<file path="config.mk">
export PLATFORM = sky130hd
export DESIGN_NAME = pctc_top
export DESIGN_NICKNAME = d
export VERILOG_FILES = /design/src/design/pctc_pkg.sv /design/src/design/pctc_counter.sv /design/src/design/pctc_top.sv
export SDC_FILE = /design/constraint.sdc
export NUM_CORES = 1
export LEC_CHECK = 0
export BUFFER_PORTS_ARGS = -buffer_cell sky130_fd_sc_hd__buf_2
export CORE_ASPECT_RATIO = 2
export CORE_UTILIZATION = 29
export CTS_CLUSTER_SIZE = 16
export DETAILED_ROUTE_END_ITERATION = 10
export GPL_ROUTABILITY_DRIVEN = 0
export SLEW_MARGIN = 20
export SYNTH_ARGS = -nofsm -noshare
export SYNTH_HDL_FRONTEND = slang
export SYNTH_SLANG_ARGS = --single-unit
export TNS_END_PERCENT = 30
</file>
<file path="constraint.sdc">
create_clock -name hclk -period 2.2 [get_ports hclk]
set_clock_uncertainty 0.05 [all_clocks]
set_input_delay 0.11 -clock hclk [delete_from_list [all_inputs] [get_ports hclk]]
set_output_delay 0.11 -clock hclk [all_outputs]
set_load 0.02 [all_outputs]
</file>
<file path="src/design/pctc_pkg.sv">
// constants shared by the performance counter and trace control block
// assumes a 32-bit AHB-Lite slave port decoding the low 12 address bits
package pctc_pkg;

    // register byte offsets, compared against haddr[11:0]
    localparam logic [11:0] OFS_TRACE_STATUS = 12'h0820; // trace unit status, read only
    localparam logic [11:0] OFS_TRACE_CONFIG = 12'h0830; // counter trace configuration
    localparam logic [11:0] OFS_CONTROL = 12'h0900; // counter control
    localparam logic [11:0] OFS_OVERFLOW = 12'h0920; // sticky overflow flags
    localparam logic [11:0] OFS_EVT_SELECT = 12'h0930; // event selections
    localparam logic [11:0] OFS_CYCLE = 12'h0980; // cycle counter value
    localparam logic [11:0] OFS_QUAL0_LO = 12'h0990; // counter 0 qualifier, low word
    localparam logic [11:0] OFS_QUAL0_HI = 12'h0994; // counter 0 qualifier, high word
    localparam logic [11:0] OFS_EVT0 = 12'h0998; // event counter 0 value
    localparam logic [11:0] OFS_QUAL1_LO = 12'h09a0; // counter 1 qualifier, low word
    localparam logic [11:0] OFS_QUAL1_HI = 12'h09a4; // counter 1 qualifier, high word
    localparam logic [11:0] OFS_EVT1 = 12'h09a8; // event counter 1 value

    // trace unit status fields
    localparam int POS_TRACE_IDLE = 8; // trace unit idle
    localparam int POS_TRACE_PRESENT = 0; // counter tracing implemented
    localparam logic TRACE_PRESENT_VAL = 1'b1; // constant, tracing is built in

    // trace configuration fields
    localparam int POS_TRACE_EN = 0; // counter trace enable
    localparam int POS_DELAY_LSB = 1; // snapshot delay low bit
    localparam int POS_DELAY_MSB = 10; // snapshot delay high bit
    localparam logic RST_TRACE_EN = 1'b0; // build-time reset of trace enable
    localparam logic [9:0] RST_DELAY = 10'h000; // build-time reset of snapshot delay

    // control fields
    localparam int POS_IRQ_EN = 30; // overflow interrupt enable
    localparam int POS_OVF_STOP = 29; // stop all counters on overflow
    localparam int POS_EVT1_CLR = 9; // event counter 1 clear request
    localparam int POS_EVT1_RUN = 8; // event counter 1 run
    localparam int POS_EVT0_CLR = 7; // event counter 0 clear request
    localparam int POS_EVT0_RUN = 6; // event counter 0 run
    localparam int POS_CYC_CLR = 5; // cycle counter clear request
    localparam int POS_CYC_RUN = 4; // cycle counter run
    localparam logic [3:0] NUM_EVT_COUNTERS = 4'h2; // event counters, cycle counter excluded

    // overflow flag positions
    localparam int POS_OVF_EVT1 = 2;
    localparam int POS_OVF_EVT0 = 1;
    localparam int POS_OVF_CYC = 0;

    // counter all-ones value
    localparam logic [31:0] COUNT_MAX = 32'hffff_ffff;

    // snapshot sequencer, gray coded along idle -> wait -> emit
    typedef enum logic [1:0] {
        PCTC_TR_IDLE = 2'b00,
        PCTC_TR_WAIT = 2'b01,
        PCTC_TR_EMIT = 2'b11
    } pctc_trace_state_t;

endpackage

</file>
<file path="src/design/pctc_counter.sv">
// one 32-bit counter with clear, software load and increment
// assumes clear, load and inc come from logic on the same clock
`timescale 1ns/1ns
`default_nettype none

module pctc_counter (
    input wire logic clk, // block clock
    input wire logic rst_n, // asynchronous reset, active low
    input wire logic clear, // zero the counter
    input wire logic load, // software write of a new value
    input wire logic [31:0] load_data, // value written by software
    input wire logic inc, // count this cycle
    input wire logic hold_max, // stop at all ones instead of wrapping
    output logic [31:0] count, // present value
    output logic wrap // pulse: increment seen at all ones
);

    logic [31:0] count_reg; // held value
    logic [31:0] count_next; // next value

    ////////////////////////////////////////////////////////////////////////////
    // next value: clear beats load beats increment
    always_comb begin
        count_next = count_reg;
        wrap = 1'b0;
        if (clear) begin
            count_next = '0;
        end else if (load) begin
            count_next = load_data;
        end else if (inc) begin
            if (count_reg == pctc_pkg::COUNT_MAX) begin
                wrap = 1'b1;
                // stop-on-overflow parks the value at all ones
                count_next = hold_max ? count_reg : '0;
            end else begin
                count_next = count_reg + 32'h0000_0001;
            end
        end
    end

    // register only
    always_ff @(posedge clk or negedge rst_n) begin
        if (!rst_n) begin
            count_reg <= '0;
        end else begin
            count_reg <= count_next;
        end
    end

    assign count = count_reg;

endmodule

`default_nettype wire

</file>
<file path="src/design/pctc_top.sv">
// performance counter and counter-trace control with an AHB-Lite register slave
// assumes one clock hclk, event hits and snap_ready from logic on hclk
//
// Overview of operation
// - read-only trace idle bit 8, resets 1
// - read-only trace-implemented bit 0, reads 1
// - writable 10-bit snapshot delay, bits 10:1
// - snapshot requests raised only while trace enable set
// - interrupt enable bit 30 raises overflow interrupt
// - stop bit 29 halts counters at all ones
// - stop on overflow clears all run bits
// - run plus clear bit 9 zeroes counter 1
// - event counter 1 counts while bit 8 set
// - run plus clear bit 7 zeroes counter 0
// - event counter 0 counts while bit 6 set
// - run plus clear bit 5 zeroes cycle counter
// - cycle counter advances while bit 4 set
// - run without clear resumes from held value
// - clear request bits self-clear, read zero
// - bits 3:0 report two event counters
// - sticky overflow flags bits 2:0, write-one clears
// - cycle counter 32-bit, readable and writable
// - 8-bit event selections, bits 7:0 and 15:8
// - event counters 32-bit, readable and writable, qualified
//
// Design decision made here: the AHB-Lite slave port.
`timescale 1ns/1ns
`default_nettype none

module pctc_top (
    input wire logic hclk, // bus and counter clock
    input wire logic hresetn, // asynchronous reset, active low
    input wire logic hsel, // slave select
    input wire logic [31:0] haddr, // byte address
    input wire logic [1:0] htrans, // transfer type
    input wire logic hwrite, // write when high
    input wire logic [2:0] hsize, // transfer size, words only
    input wire logic [31:0] hwdata, // write data
    input wire logic hready, // bus ready
    output logic hreadyout, // slave ready
    output logic hresp, // response, always okay
    output logic [31:0] hrdata, // read data
    input wire logic evt0_hit, // selected, qualified event for counter 0
    input wire logic evt1_hit, // selected, qualified event for counter 1
    output logic [7:0] evt0_select, // event code for counter 0
    output logic [7:0] evt1_select, // event code for counter 1
    output logic [63:0] evt0_qualifier, // qualifier for counter 0
    output logic [63:0] evt1_qualifier, // qualifier for counter 1
    input wire logic snap_ready, // trace unit takes a snapshot
    output logic snap_valid, // snapshot request, held until taken
    output logic trace_idle, // trace sequencer idle
    output logic perf_irq // overflow interrupt, level
);

    ////////////////////////////////////////////////////////////////////////////
    // register state

    // bus pipeline
    logic wr_pend_reg, wr_pend_next; // write data phase follows
    logic rd_pend_reg, rd_pend_next; // read wait state follows
    logic [11:0] addr_reg, addr_next; // captured byte offset
    logic hreadyout_reg, hreadyout_next; // slave ready
    logic [31:0] hrdata_reg, hrdata_next; // read data
    logic hresp_reg; // response, never an error

    // configuration and control
    logic trace_en_reg, trace_en_next; // counter trace enable
    logic [9:0] delay_reg, delay_next; // snapshot delay
    logic irq_en_reg, irq_en_next; // overflow interrupt enable
    logic ovf_stop_reg, ovf_stop_next; // stop counting on overflow
    logic evt1_run_reg, evt1_run_next; // counter 1 running
    logic evt0_run_reg, evt0_run_next; // counter 0 running
    logic cycle_run_reg, cycle_run_next; // cycle counter running
    logic [2:0] ovf_reg, ovf_next; // sticky overflow flags
    logic [7:0] sel0_reg, sel0_next; // counter 0 event code
    logic [7:0] sel1_reg, sel1_next; // counter 1 event code
    logic [63:0] qual0_reg, qual0_next; // counter 0 qualifier
    logic [63:0] qual1_reg, qual1_next; // counter 1 qualifier
    logic irq_reg, irq_next; // interrupt level

    // snapshot sequencer
    pctc_pkg::pctc_trace_state_t tr_state_reg, tr_state_next;
    logic [9:0] tr_cnt_reg, tr_cnt_next; // cycles waited
    logic snap_valid_reg, snap_valid_next; // snapshot request
    logic idle_reg, idle_next; // sequencer idle

    // counter hookup
    logic [31:0] cyc_count, evt0_count, evt1_count; // counter values
    logic cyc_wrap, evt0_wrap, evt1_wrap; // increment at all ones
    logic cyc_clear, evt0_clear, evt1_clear; // start with clear
    logic cyc_load, evt0_load, evt1_load; // software load
    logic [2:0] wrap_vec; // wraps as flag bits
    logic any_wrap; // any running counter overflowed

    // decoded write strobes
    logic wr_trace_cfg, wr_ctl, wr_ovf, wr_sel; // register writes
    logic wr_q0lo, wr_q0hi, wr_q1lo, wr_q1hi; // qualifier writes
    logic bus_take; // address phase accepted

    ////////////////////////////////////////////////////////////////////////////
    // read decode, shared by the read path
    function automatic logic [31:0] read_word(input logic [11:0] ofs);
        logic [31:0] w;
        w = 32'h0000_0000; // unmapped and reserved bits read zero
        case (ofs)
            pctc_pkg::OFS_TRACE_STATUS: begin
                w[pctc_pkg::POS_TRACE_IDLE] = idle_reg;
                w[pctc_pkg::POS_TRACE_PRESENT] = pctc_pkg::TRACE_PRESENT_VAL;
            end
            pctc_pkg::OFS_TRACE_CONFIG: begin
                w[pctc_pkg::POS_DELAY_MSB:pctc_pkg::POS_DELAY_LSB] = delay_reg;
                w[pctc_pkg::POS_TRACE_EN] = trace_en_reg;
            end
            pctc_pkg::OFS_CONTROL: begin
                // clear request bits are never stored, so they read zero
                w[pctc_pkg::POS_IRQ_EN] = irq_en_reg;
                w[pctc_pkg::POS_OVF_STOP] = ovf_stop_reg;
                w[pctc_pkg::POS_EVT1_RUN] = evt1_run_reg;
                w[pctc_pkg::POS_EVT0_RUN] = evt0_run_reg;
                w[pctc_pkg::POS_CYC_RUN] = cycle_run_reg;
                w[3:0] = pctc_pkg::NUM_EVT_COUNTERS;
            end
            pctc_pkg::OFS_OVERFLOW: w[2:0] = ovf_reg;
            pctc_pkg::OFS_EVT_SELECT: w[15:0] = {sel1_reg, sel0_reg};
            pctc_pkg::OFS_CYCLE: w = cyc_count;
            pctc_pkg::OFS_QUAL0_LO: w = qual0_reg[31:0];
            pctc_pkg::OFS_QUAL0_HI: w = qual0_reg[63:32];
            pctc_pkg::OFS_EVT0: w = evt0_count;
            pctc_pkg::OFS_QUAL1_LO: w = qual1_reg[31:0];
            pctc_pkg::OFS_QUAL1_HI: w = qual1_reg[63:32];
            pctc_pkg::OFS_EVT1: w = evt1_count;
            default: w = 32'h0000_0000;
        endcase
        return w;
    endfunction

    ////////////////////////////////////////////////////////////////////////////
    // bus slave: writes take no wait state, reads take one so that a read
    // right after a write always sees the committed value
    assign bus_take = hsel && htrans[1] && hready;

    always_comb begin
        wr_pend_next = 1'b0;
        rd_pend_next = 1'b0;
        addr_next = addr_reg;
        hreadyout_next = 1'b1;
        hrdata_next = hrdata_reg;
        if (rd_pend_reg) begin
            // wait state over: present the data
            hrdata_next = read_word(addr_reg);
        end else if (bus_take) begin
            addr_next = {haddr[11:2], 2'b00};
            wr_pend_next = hwrite;
            rd_pend_next = !hwrite;
            hreadyout_next = hwrite; // one wait state for reads
        end
    end

    always_ff @(posedge hclk or negedge hresetn) begin
        if (!hresetn) begin
            wr_pend_reg <= 1'b0;
            rd_pend_reg <= 1'b0;
            addr_reg <= 12'h000;
            hreadyout_reg <= 1'b1;
            hrdata_reg <= 32'h0000_0000;
            hresp_reg <= 1'b0;
        end else begin
            wr_pend_reg <= wr_pend_next;
            rd_pend_reg <= rd_pend_next;
            addr_reg <= addr_next;
            hreadyout_reg <= hreadyout_next;
            hrdata_reg <= hrdata_next;
            hresp_reg <= 1'b0;
        end
    end

    // write strobes in the data phase
    assign wr_trace_cfg = wr_pend_reg && (addr_reg == pctc_pkg::OFS_TRACE_CONFIG);
    assign wr_ctl = wr_pend_reg && (addr_reg == pctc_pkg::OFS_CONTROL);
    assign wr_ovf = wr_pend_reg && (addr_reg == pctc_pkg::OFS_OVERFLOW);
    assign wr_sel = wr_pend_reg && (addr_reg == pctc_pkg::OFS_EVT_SELECT);
    assign wr_q0lo = wr_pend_reg && (addr_reg == pctc_pkg::OFS_QUAL0_LO);
    assign wr_q0hi = wr_pend_reg && (addr_reg == pctc_pkg::OFS_QUAL0_HI);
    assign wr_q1lo = wr_pend_reg && (addr_reg == pctc_pkg::OFS_QUAL1_LO);
    assign wr_q1hi = wr_pend_reg && (addr_reg == pctc_pkg::OFS_QUAL1_HI);
    assign cyc_load = wr_pend_reg && (addr_reg == pctc_pkg::OFS_CYCLE);
    assign evt0_load = wr_pend_reg && (addr_reg == pctc_pkg::OFS_EVT0);
    assign evt1_load = wr_pend_reg && (addr_reg == pctc_pkg::OFS_EVT1);

    // a clear only acts when run is written to 1 in the same write
    assign cyc_clear = wr_ctl && hwdata[pctc_pkg::POS_CYC_RUN] && hwdata[pctc_pkg::POS_CYC_CLR];
    assign evt0_clear = wr_ctl && hwdata[pctc_pkg::POS_EVT0_RUN] && hwdata[pctc_pkg::POS_EVT0_CLR];
    assign evt1_clear = wr_ctl && hwdata[pctc_pkg::POS_EVT1_RUN] && hwdata[pctc_pkg::POS_EVT1_CLR];

    ////////////////////////////////////////////////////////////////////////////
    // the three counters; without a clear the held value carries on
    pctc_counter u_cycle (
        .clk(hclk),
        .rst_n(hresetn),
        .clear(cyc_clear),
        .load(cyc_load),
        .load_data(hwdata),
        .inc(cycle_run_reg),
        .hold_max(ovf_stop_reg),
        .count(cyc_count),
        .wrap(cyc_wrap)
    );

    pctc_counter u_evt0 (
        .clk(hclk),
        .rst_n(hresetn),
        .clear(evt0_clear),
        .load(evt0_load),
        .load_data(hwdata),
        .inc(evt0_run_reg && evt0_hit),
        .hold_max(ovf_stop_reg),
        .count(evt0_count),
        .wrap(evt0_wrap)
    );

    pctc_counter u_evt1 (
        .clk(hclk),
        .rst_n(hresetn),
        .clear(evt1_clear),
        .load(evt1_load),
        .load_data(hwdata),
        .inc(evt1_run_reg && evt1_hit),
        .hold_max(ovf_stop_reg),
        .count(evt1_count),
        .wrap(evt1_wrap)
    );

    assign wrap_vec = {evt1_wrap, evt0_wrap, cyc_wrap};
    assign any_wrap = |wrap_vec;

    ////////////////////////////////////////////////////////////////////////////
    // control, flags, selections and interrupt
    always_comb begin
        trace_en_next = trace_en_reg;
        delay_next = delay_reg;
        irq_en_next = irq_en_reg;
        ovf_stop_next = ovf_stop_reg;
        evt1_run_next = evt1_run_reg;
        evt0_run_next = evt0_run_reg;
        cycle_run_next = cycle_run_reg;
        sel0_next = sel0_reg;
        sel1_next = sel1_reg;
        qual0_next = qual0_reg;
        qual1_next = qual1_reg;
        ovf_next = ovf_reg;
        if (wr_trace_cfg) begin
            trace_en_next = hwdata[pctc_pkg::POS_TRACE_EN];
            delay_next = hwdata[pctc_pkg::POS_DELAY_MSB:pctc_pkg::POS_DELAY_LSB];
        end
        if (wr_ctl) begin
            irq_en_next = hwdata[pctc_pkg::POS_IRQ_EN];
            ovf_stop_next = hwdata[pctc_pkg::POS_OVF_STOP];
            evt1_run_next = hwdata[pctc_pkg::POS_EVT1_RUN];
            evt0_run_next = hwdata[pctc_pkg::POS_EVT0_RUN];
            cycle_run_next = hwdata[pctc_pkg::POS_CYC_RUN];
        end
        // hardware stop outranks a software start in the same cycle
        if (ovf_stop_reg && any_wrap) begin
            evt1_run_next = 1'b0;
            evt0_run_next = 1'b0;
            cycle_run_next = 1'b0;
        end
        if (wr_sel) begin
            sel0_next = hwdata[7:0];
            sel1_next = hwdata[15:8];
        end
        if (wr_q0lo) begin
            qual0_next[31:0] = hwdata;
        end
        if (wr_q0hi) begin
            qual0_next[63:32] = hwdata;
        end
        if (wr_q1lo) begin
            qual1_next[31:0] = hwdata;
        end
        if (wr_q1hi) begin
            qual1_next[63:32] = hwdata;
        end
        // write-one clear, then restart clears, then new overflows win
        if (wr_ovf) begin
            ovf_next = ovf_next & ~hwdata[2:0];
        end
        if (cyc_clear) begin
            ovf_next[pctc_pkg::POS_OVF_CYC] = 1'b0;
        end
        if (evt0_clear) begin
            ovf_next[pctc_pkg::POS_OVF_EVT0] = 1'b0;
        end
        if (evt1_clear) begin
            ovf_next[pctc_pkg::POS_OVF_EVT1] = 1'b0;
        end
        ovf_next = ovf_next | wrap_vec;
        // level interrupt follows the flags one cycle later
        irq_next = irq_en_reg && (|ovf_reg);
    end

    always_ff @(posedge hclk or negedge hresetn) begin
        if (!hresetn) begin
            trace_en_reg <= pctc_pkg::RST_TRACE_EN;
            delay_reg <= pctc_pkg::RST_DELAY;
            irq_en_reg <= 1'b0;
            ovf_stop_reg <= 1'b0;
            evt1_run_reg <= 1'b0;
            evt0_run_reg <= 1'b0;
            cycle_run_reg <= 1'b0;
            sel0_reg <= 8'h00;
            sel1_reg <= 8'h00;
            qual0_reg <= 64'h0000_0000_0000_0000;
            qual1_reg <= 64'h0000_0000_0000_0000;
            ovf_reg <= 3'h0;
            irq_reg <= 1'b0;
        end else begin
            trace_en_reg <= trace_en_next;
            delay_reg <= delay_next;
            irq_en_reg <= irq_en_next;
            ovf_stop_reg <= ovf_stop_next;
            evt1_run_reg <= evt1_run_next;
            evt0_run_reg <= evt0_run_next;
            cycle_run_reg <= cycle_run_next;
            sel0_reg <= sel0_next;
            sel1_reg <= sel1_next;
            qual0_reg <= qual0_next;
            qual1_reg <= qual1_next;
            ovf_reg <= ovf_next;
            irq_reg <= irq_next;
        end
    end

    ////////////////////////////////////////////////////////////////////////////
    // snapshot sequencer: wait delay cycles, request, repeat while enabled;
    // a request already raised is always finished so the trace unit never
    // sees a snapshot withdrawn
    always_comb begin
        tr_state_next = tr_state_reg;
        tr_cnt_next = tr_cnt_reg;
        snap_valid_next = 1'b0;
        case (tr_state_reg)
            pctc_pkg::PCTC_TR_IDLE: begin
                tr_cnt_next = 10'h000;
                if (trace_en_reg) begin
                    tr_state_next = pctc_pkg::PCTC_TR_WAIT;
                end
            end
            pctc_pkg::PCTC_TR_WAIT: begin
                if (!trace_en_reg) begin
                    tr_state_next = pctc_pkg::PCTC_TR_IDLE;
                end else if (tr_cnt_reg >= delay_reg) begin
                    tr_state_next = pctc_pkg::PCTC_TR_EMIT;
                    snap_valid_next = 1'b1;
                end else begin
                    tr_cnt_next = tr_cnt_reg + 10'h001;
                end
            end
            pctc_pkg::PCTC_TR_EMIT: begin
                if (snap_ready) begin
                    tr_cnt_next = 10'h000;
                    tr_state_next = trace_en_reg ? pctc_pkg::PCTC_TR_WAIT
                                                 : pctc_pkg::PCTC_TR_IDLE;
                end else begin
                    snap_valid_next = 1'b1;
                end
            end
            default: begin
                tr_state_next = pctc_pkg::PCTC_TR_IDLE;
                tr_cnt_next = 10'h000;
            end
        endcase
        idle_next = (tr_state_next == pctc_pkg::PCTC_TR_IDLE);
    end

    always_ff @(posedge hclk or negedge hresetn) begin
        if (!hresetn) begin
            tr_state_reg <= pctc_pkg::PCTC_TR_IDLE;
            tr_cnt_reg <= 10'h000;
            snap_valid_reg <= 1'b0;
            idle_reg <= 1'b1;
        end else begin
            tr_state_reg <= tr_state_next;
            tr_cnt_reg <= tr_cnt_next;
            snap_valid_reg <= snap_valid_next;
            idle_reg <= idle_next;
        end
    end

    ////////////////////////////////////////////////////////////////////////////
    // outputs, all straight from flip-flops
    assign hreadyout = hreadyout_reg;
    assign hresp = hresp_reg;
    assign hrdata = hrdata_reg;
    assign evt0_select = sel0_reg;
    assign evt1_select = sel1_reg;
    assign evt0_qualifier = qual0_reg;
    assign evt1_qualifier = qual1_reg;
    assign snap_valid = snap_valid_reg;
    assign trace_idle = idle_reg;
    assign perf_irq = irq_reg;

endmodule

`default_nettype wire

</file>
==> metrics.md <==
| Metric | Value |
|---|---|
| Yosys reg bits | 319 |
| Synth area leaders | dfrtp_1, mux2_2, a21oi_1 |
| Number of global-route vias before repair | 19100 |
| Adder-cell area share of the yosys netlist | 0.0100 |
| Period utilization | 1.17 |
| Yosys warnings | 0 |
| Post-synthesis simple-gate area fraction | 0.174 |
| Synth Area in Compound Gates | 0.190 |
| GRT Util Overall | 0.294 |
| Largest net degree at the start of global routing | 71 |
| Layout area overhead | 50.6% |
| CTS root buf | clkbuf_16 |
| Clock Latency Late Sink | 640 ps |
| Max cap viols | 0 |
| Synth Area in XOR/XNOR | 0.00703 |
| Kind of critical path | reg2reg |
| Unrepaired setup endpoints after global routing | yes |
| Startpoint types | flip-flop |
| CTS tree | built |
| IO buf count | 230 |
| Fillers | 5629 |
| Max Root-Sink Buffers | 3 |
| Wire per inst | 28.5 um |
| Post-route DRC violation count | 0 |
| Worst slew pin tran | 996 ps |
| Share of the synthesized area in the top cell type | 0.455 |
| Multi-input gate area | 9980 um^2 |
| Slew Viols, Final | 0 |
| Kind of cell with the highest combined delay on the critical path | compound AO/OA/AOI/OAI gates |
| Synth Net Count | 1853 |
| Final Net Count | 2532 |
| H-tree depth | 1 |
| Core ar. | 59300 um^2 |
| Setup TNS | -29810 ps |
| Fin worst setup slack | -369 ps |
| Global route total overflow | 0 |
| DRT iter0 DRCs | 2050 |
| DR vias/cell | 5.95 |
| Predominant post-synthesis flop cell | dfrtp_1 |
| Setup violators final | 259 |
| Die area | 61200 um^2 |
| Via count | 19300 |
| Crit-path most repeated cell | a222oi_1 |
| Die X | 175 um |
| Cells along the critical path | buf_6, nor4b_4, clkbuf_16, buf_12, a222oi_1, buf_4, o21ai_0, a222oi_1, a21oi_1 |
| Hold Vio Cnt, Final | 1 |
| CP peak stage delay | 740 ps |
| Cell count after synthesis | 1762 |
| FMAX | 0.389 GHz |
| Async S/R FF share, synth | 1.00 |
| Post-route ant nets | 0 |
| Power density cells | 648 nW/um^2 |
| Max IR drop VDD | 0.000616 V |
| Avg Cell Area, Syn | 9.90 um^2 |
| CP Capture Type | flip-flop |
| Initial antenna violation count | 2 |
| Setup Slack @ Placement | -574 ps |
| Reg clk slew, reported paths | 70 ps |
| Post-layout util | 0.443 |
| Layout cells sized above 1 | 0.470 |
| Pleak | 11.4 nW |
| Area leader, netlist | dfrtp_1 |
| Clock Sinks | 319 |
| CTS buffer count | 31 |
| CP required | 2640 ps |
| Post-DP HPWL | 66500 um |
| Mux cell area share after synthesis | 0.123 |
| Rows | 126 |
| Tmin final | 2570 ps |
| Post-synth EDFFs | 0 |
| Synthesized cell area | 17400 um^2 |
| Sequential share of the synthesized area | 0.458 |
| CP arrival | 3010 ps |
| Relative max-transition margin | 0.336 |
| Most frequent cells in the layout | buf_4, dfrtp_1, buf_2 |
| Most common cell after layout, fill and taps aside | buf_4 |
| Starting Density | 0.294 |
| Wire length of the first global-routing pass | 130000 um |
| Failing checks | negative hold slack, negative setup slack |
| Worst hold slack | -7.34 ps |
| Outcome | complete, but fails checks |
| Buf/Inv on CP | 4 |
| Yosys cell types | 87 |
| Hold Path Class | in2reg |
| Slowest-stage cell, CP | a222oi_1 |
| Design Power | 17.0 mW |
| Reg area | 7990 um^2 |
| Drt total wl | 92200 um |
| Initial DRT Pass Iterations | 9 |
| Die height | 349 um |
| Main combinational cell family by area after synthesis | compound AO/OA/AOI/OAI gates |
| Critical Path Fanout Max | 7 |
| IO Count | 258 |
## synth_stat cells, drive strengths merged, types with 5 or more instances
library cell / instances
dfrtp: 317
mux2: 174
nand2: 133
a21oi: 118
o21ai: 113
nor2: 101
clkbuf: 88
nand3: 65
nor3: 55
inv: 40
nor4: 40
a222oi: 39
a22oi: 39
nand4: 37
buf: 35
and3: 28
a21o: 21
or3: 21
o22ai: 20
mux2i: 19
or4: 19
o2bb2ai: 15
a31oi: 14
ha: 14
and4: 12
a221oi: 11
a211oi: 10
a22o: 10
o31ai: 10
or2: 10
xnor2: 10
a32oi: 8
nand2b: 8
nor2b: 8
and2: 7
nor3b: 7
o211ai: 7
a221o: 5
## final timing paths
kind / from / end / slack [ps] / cells past startpoint
worst max-delay path: addr_reg[5]$_DFFE_PN0P_ / hrdata[22]$_DFFE_PN0P_ / -370 / 9
worst max register to register: addr_reg[5]$_DFFE_PN0P_ / hrdata[22]$_DFFE_PN0P_ / -370 / 9
worst min-delay path: htrans[1] / hreadyout$_DFF_PN1_ / -7 / 5
max in group asynchronous: hresetn / u_cycle.count[10]$_DFFE_PN0P_ / 940 / 4
worst min register to register: hrdata[13]$_DFFE_PN0P_ / hrdata[13]$_DFFE_PN0P_ / 440 / 1
min in group asynchronous: hresetn / u_evt1.count[24]$_DFFE_PN0P_ / 460 / 3
## kinds of logic (layout without fill, tap and decap cells)
family,after synthesis,in the layout
adders and majority gates,14,14
and+or+nand+nor,566,570
xor gates and xnor gates,14,14
AOI/OAI and AO/OA,492,493
DFF,319,319
other,1,6
muxes,193,193
buffers and inverters,163,862
## repair_timing
action                                 CTS  global route
endpoints found under the hold margin  493             0
buffers inserted                        37            49
setup endpoints to repair              299           298
cloned                                   1            11
gates resized for setup                164           204
pin swaps                               66           100
hold buffers                            50             0
## routing by layer
metal	vias up	global-route usage	share of wire
met4	2	0.251	0.12
li1	8108	-	-
met3	474	0.0668	0.085
met1	9506	0.311	0.33
met2	1197	0.491	0.47
met5	-	0	0.000087
## final cells by class
| type | instances | share of cell area |
|---|---|---|
| inverter | 40 | 0.00572 |
| tap | 768 | 0.0366 |
| clock inverter | 21 | 0.0101 |
| antenna | 5 | 0.000476 |
| sequential | 319 | 0.304 |
| clock buffer | 37 | 0.0312 |
| timing repair buffer | 764 | 0.232 |
| multi-input combinational | 1285 | 0.380 |
## stage by stage
step | hold WS, ps | instance area (um^2) | std cells
after CTS | 3.36 | 25000 | 3181
after global placement | 30.6 | 22500 | 3038
final | -7.34 | 26300 | 3239
after floorplan | -236 | 17500 | 1762
after global routing | 6.60 | 26300 | 3235
after detailed placement | 41.5 | 22500 | 3038
## where the power goes
| part | internal, mW | total, mW | switching [mW] |
|---|---|---|---|
| sequential | 6.29 | 6.72 | 0.427 |
| clock | 3.27 | 5.92 | 2.65 |
| combinational | 1.80 | 4.39 | 2.59 |
| total | 11.4 | 17.0 | 5.66 |
## tightest hold or removal path, delay by kind of cell
family                 cells  cell delay, ps
and+or+nand+nor            2             160
buffers and inverters      3             370
Note: power is estimated with default switching activity, not from simulation.
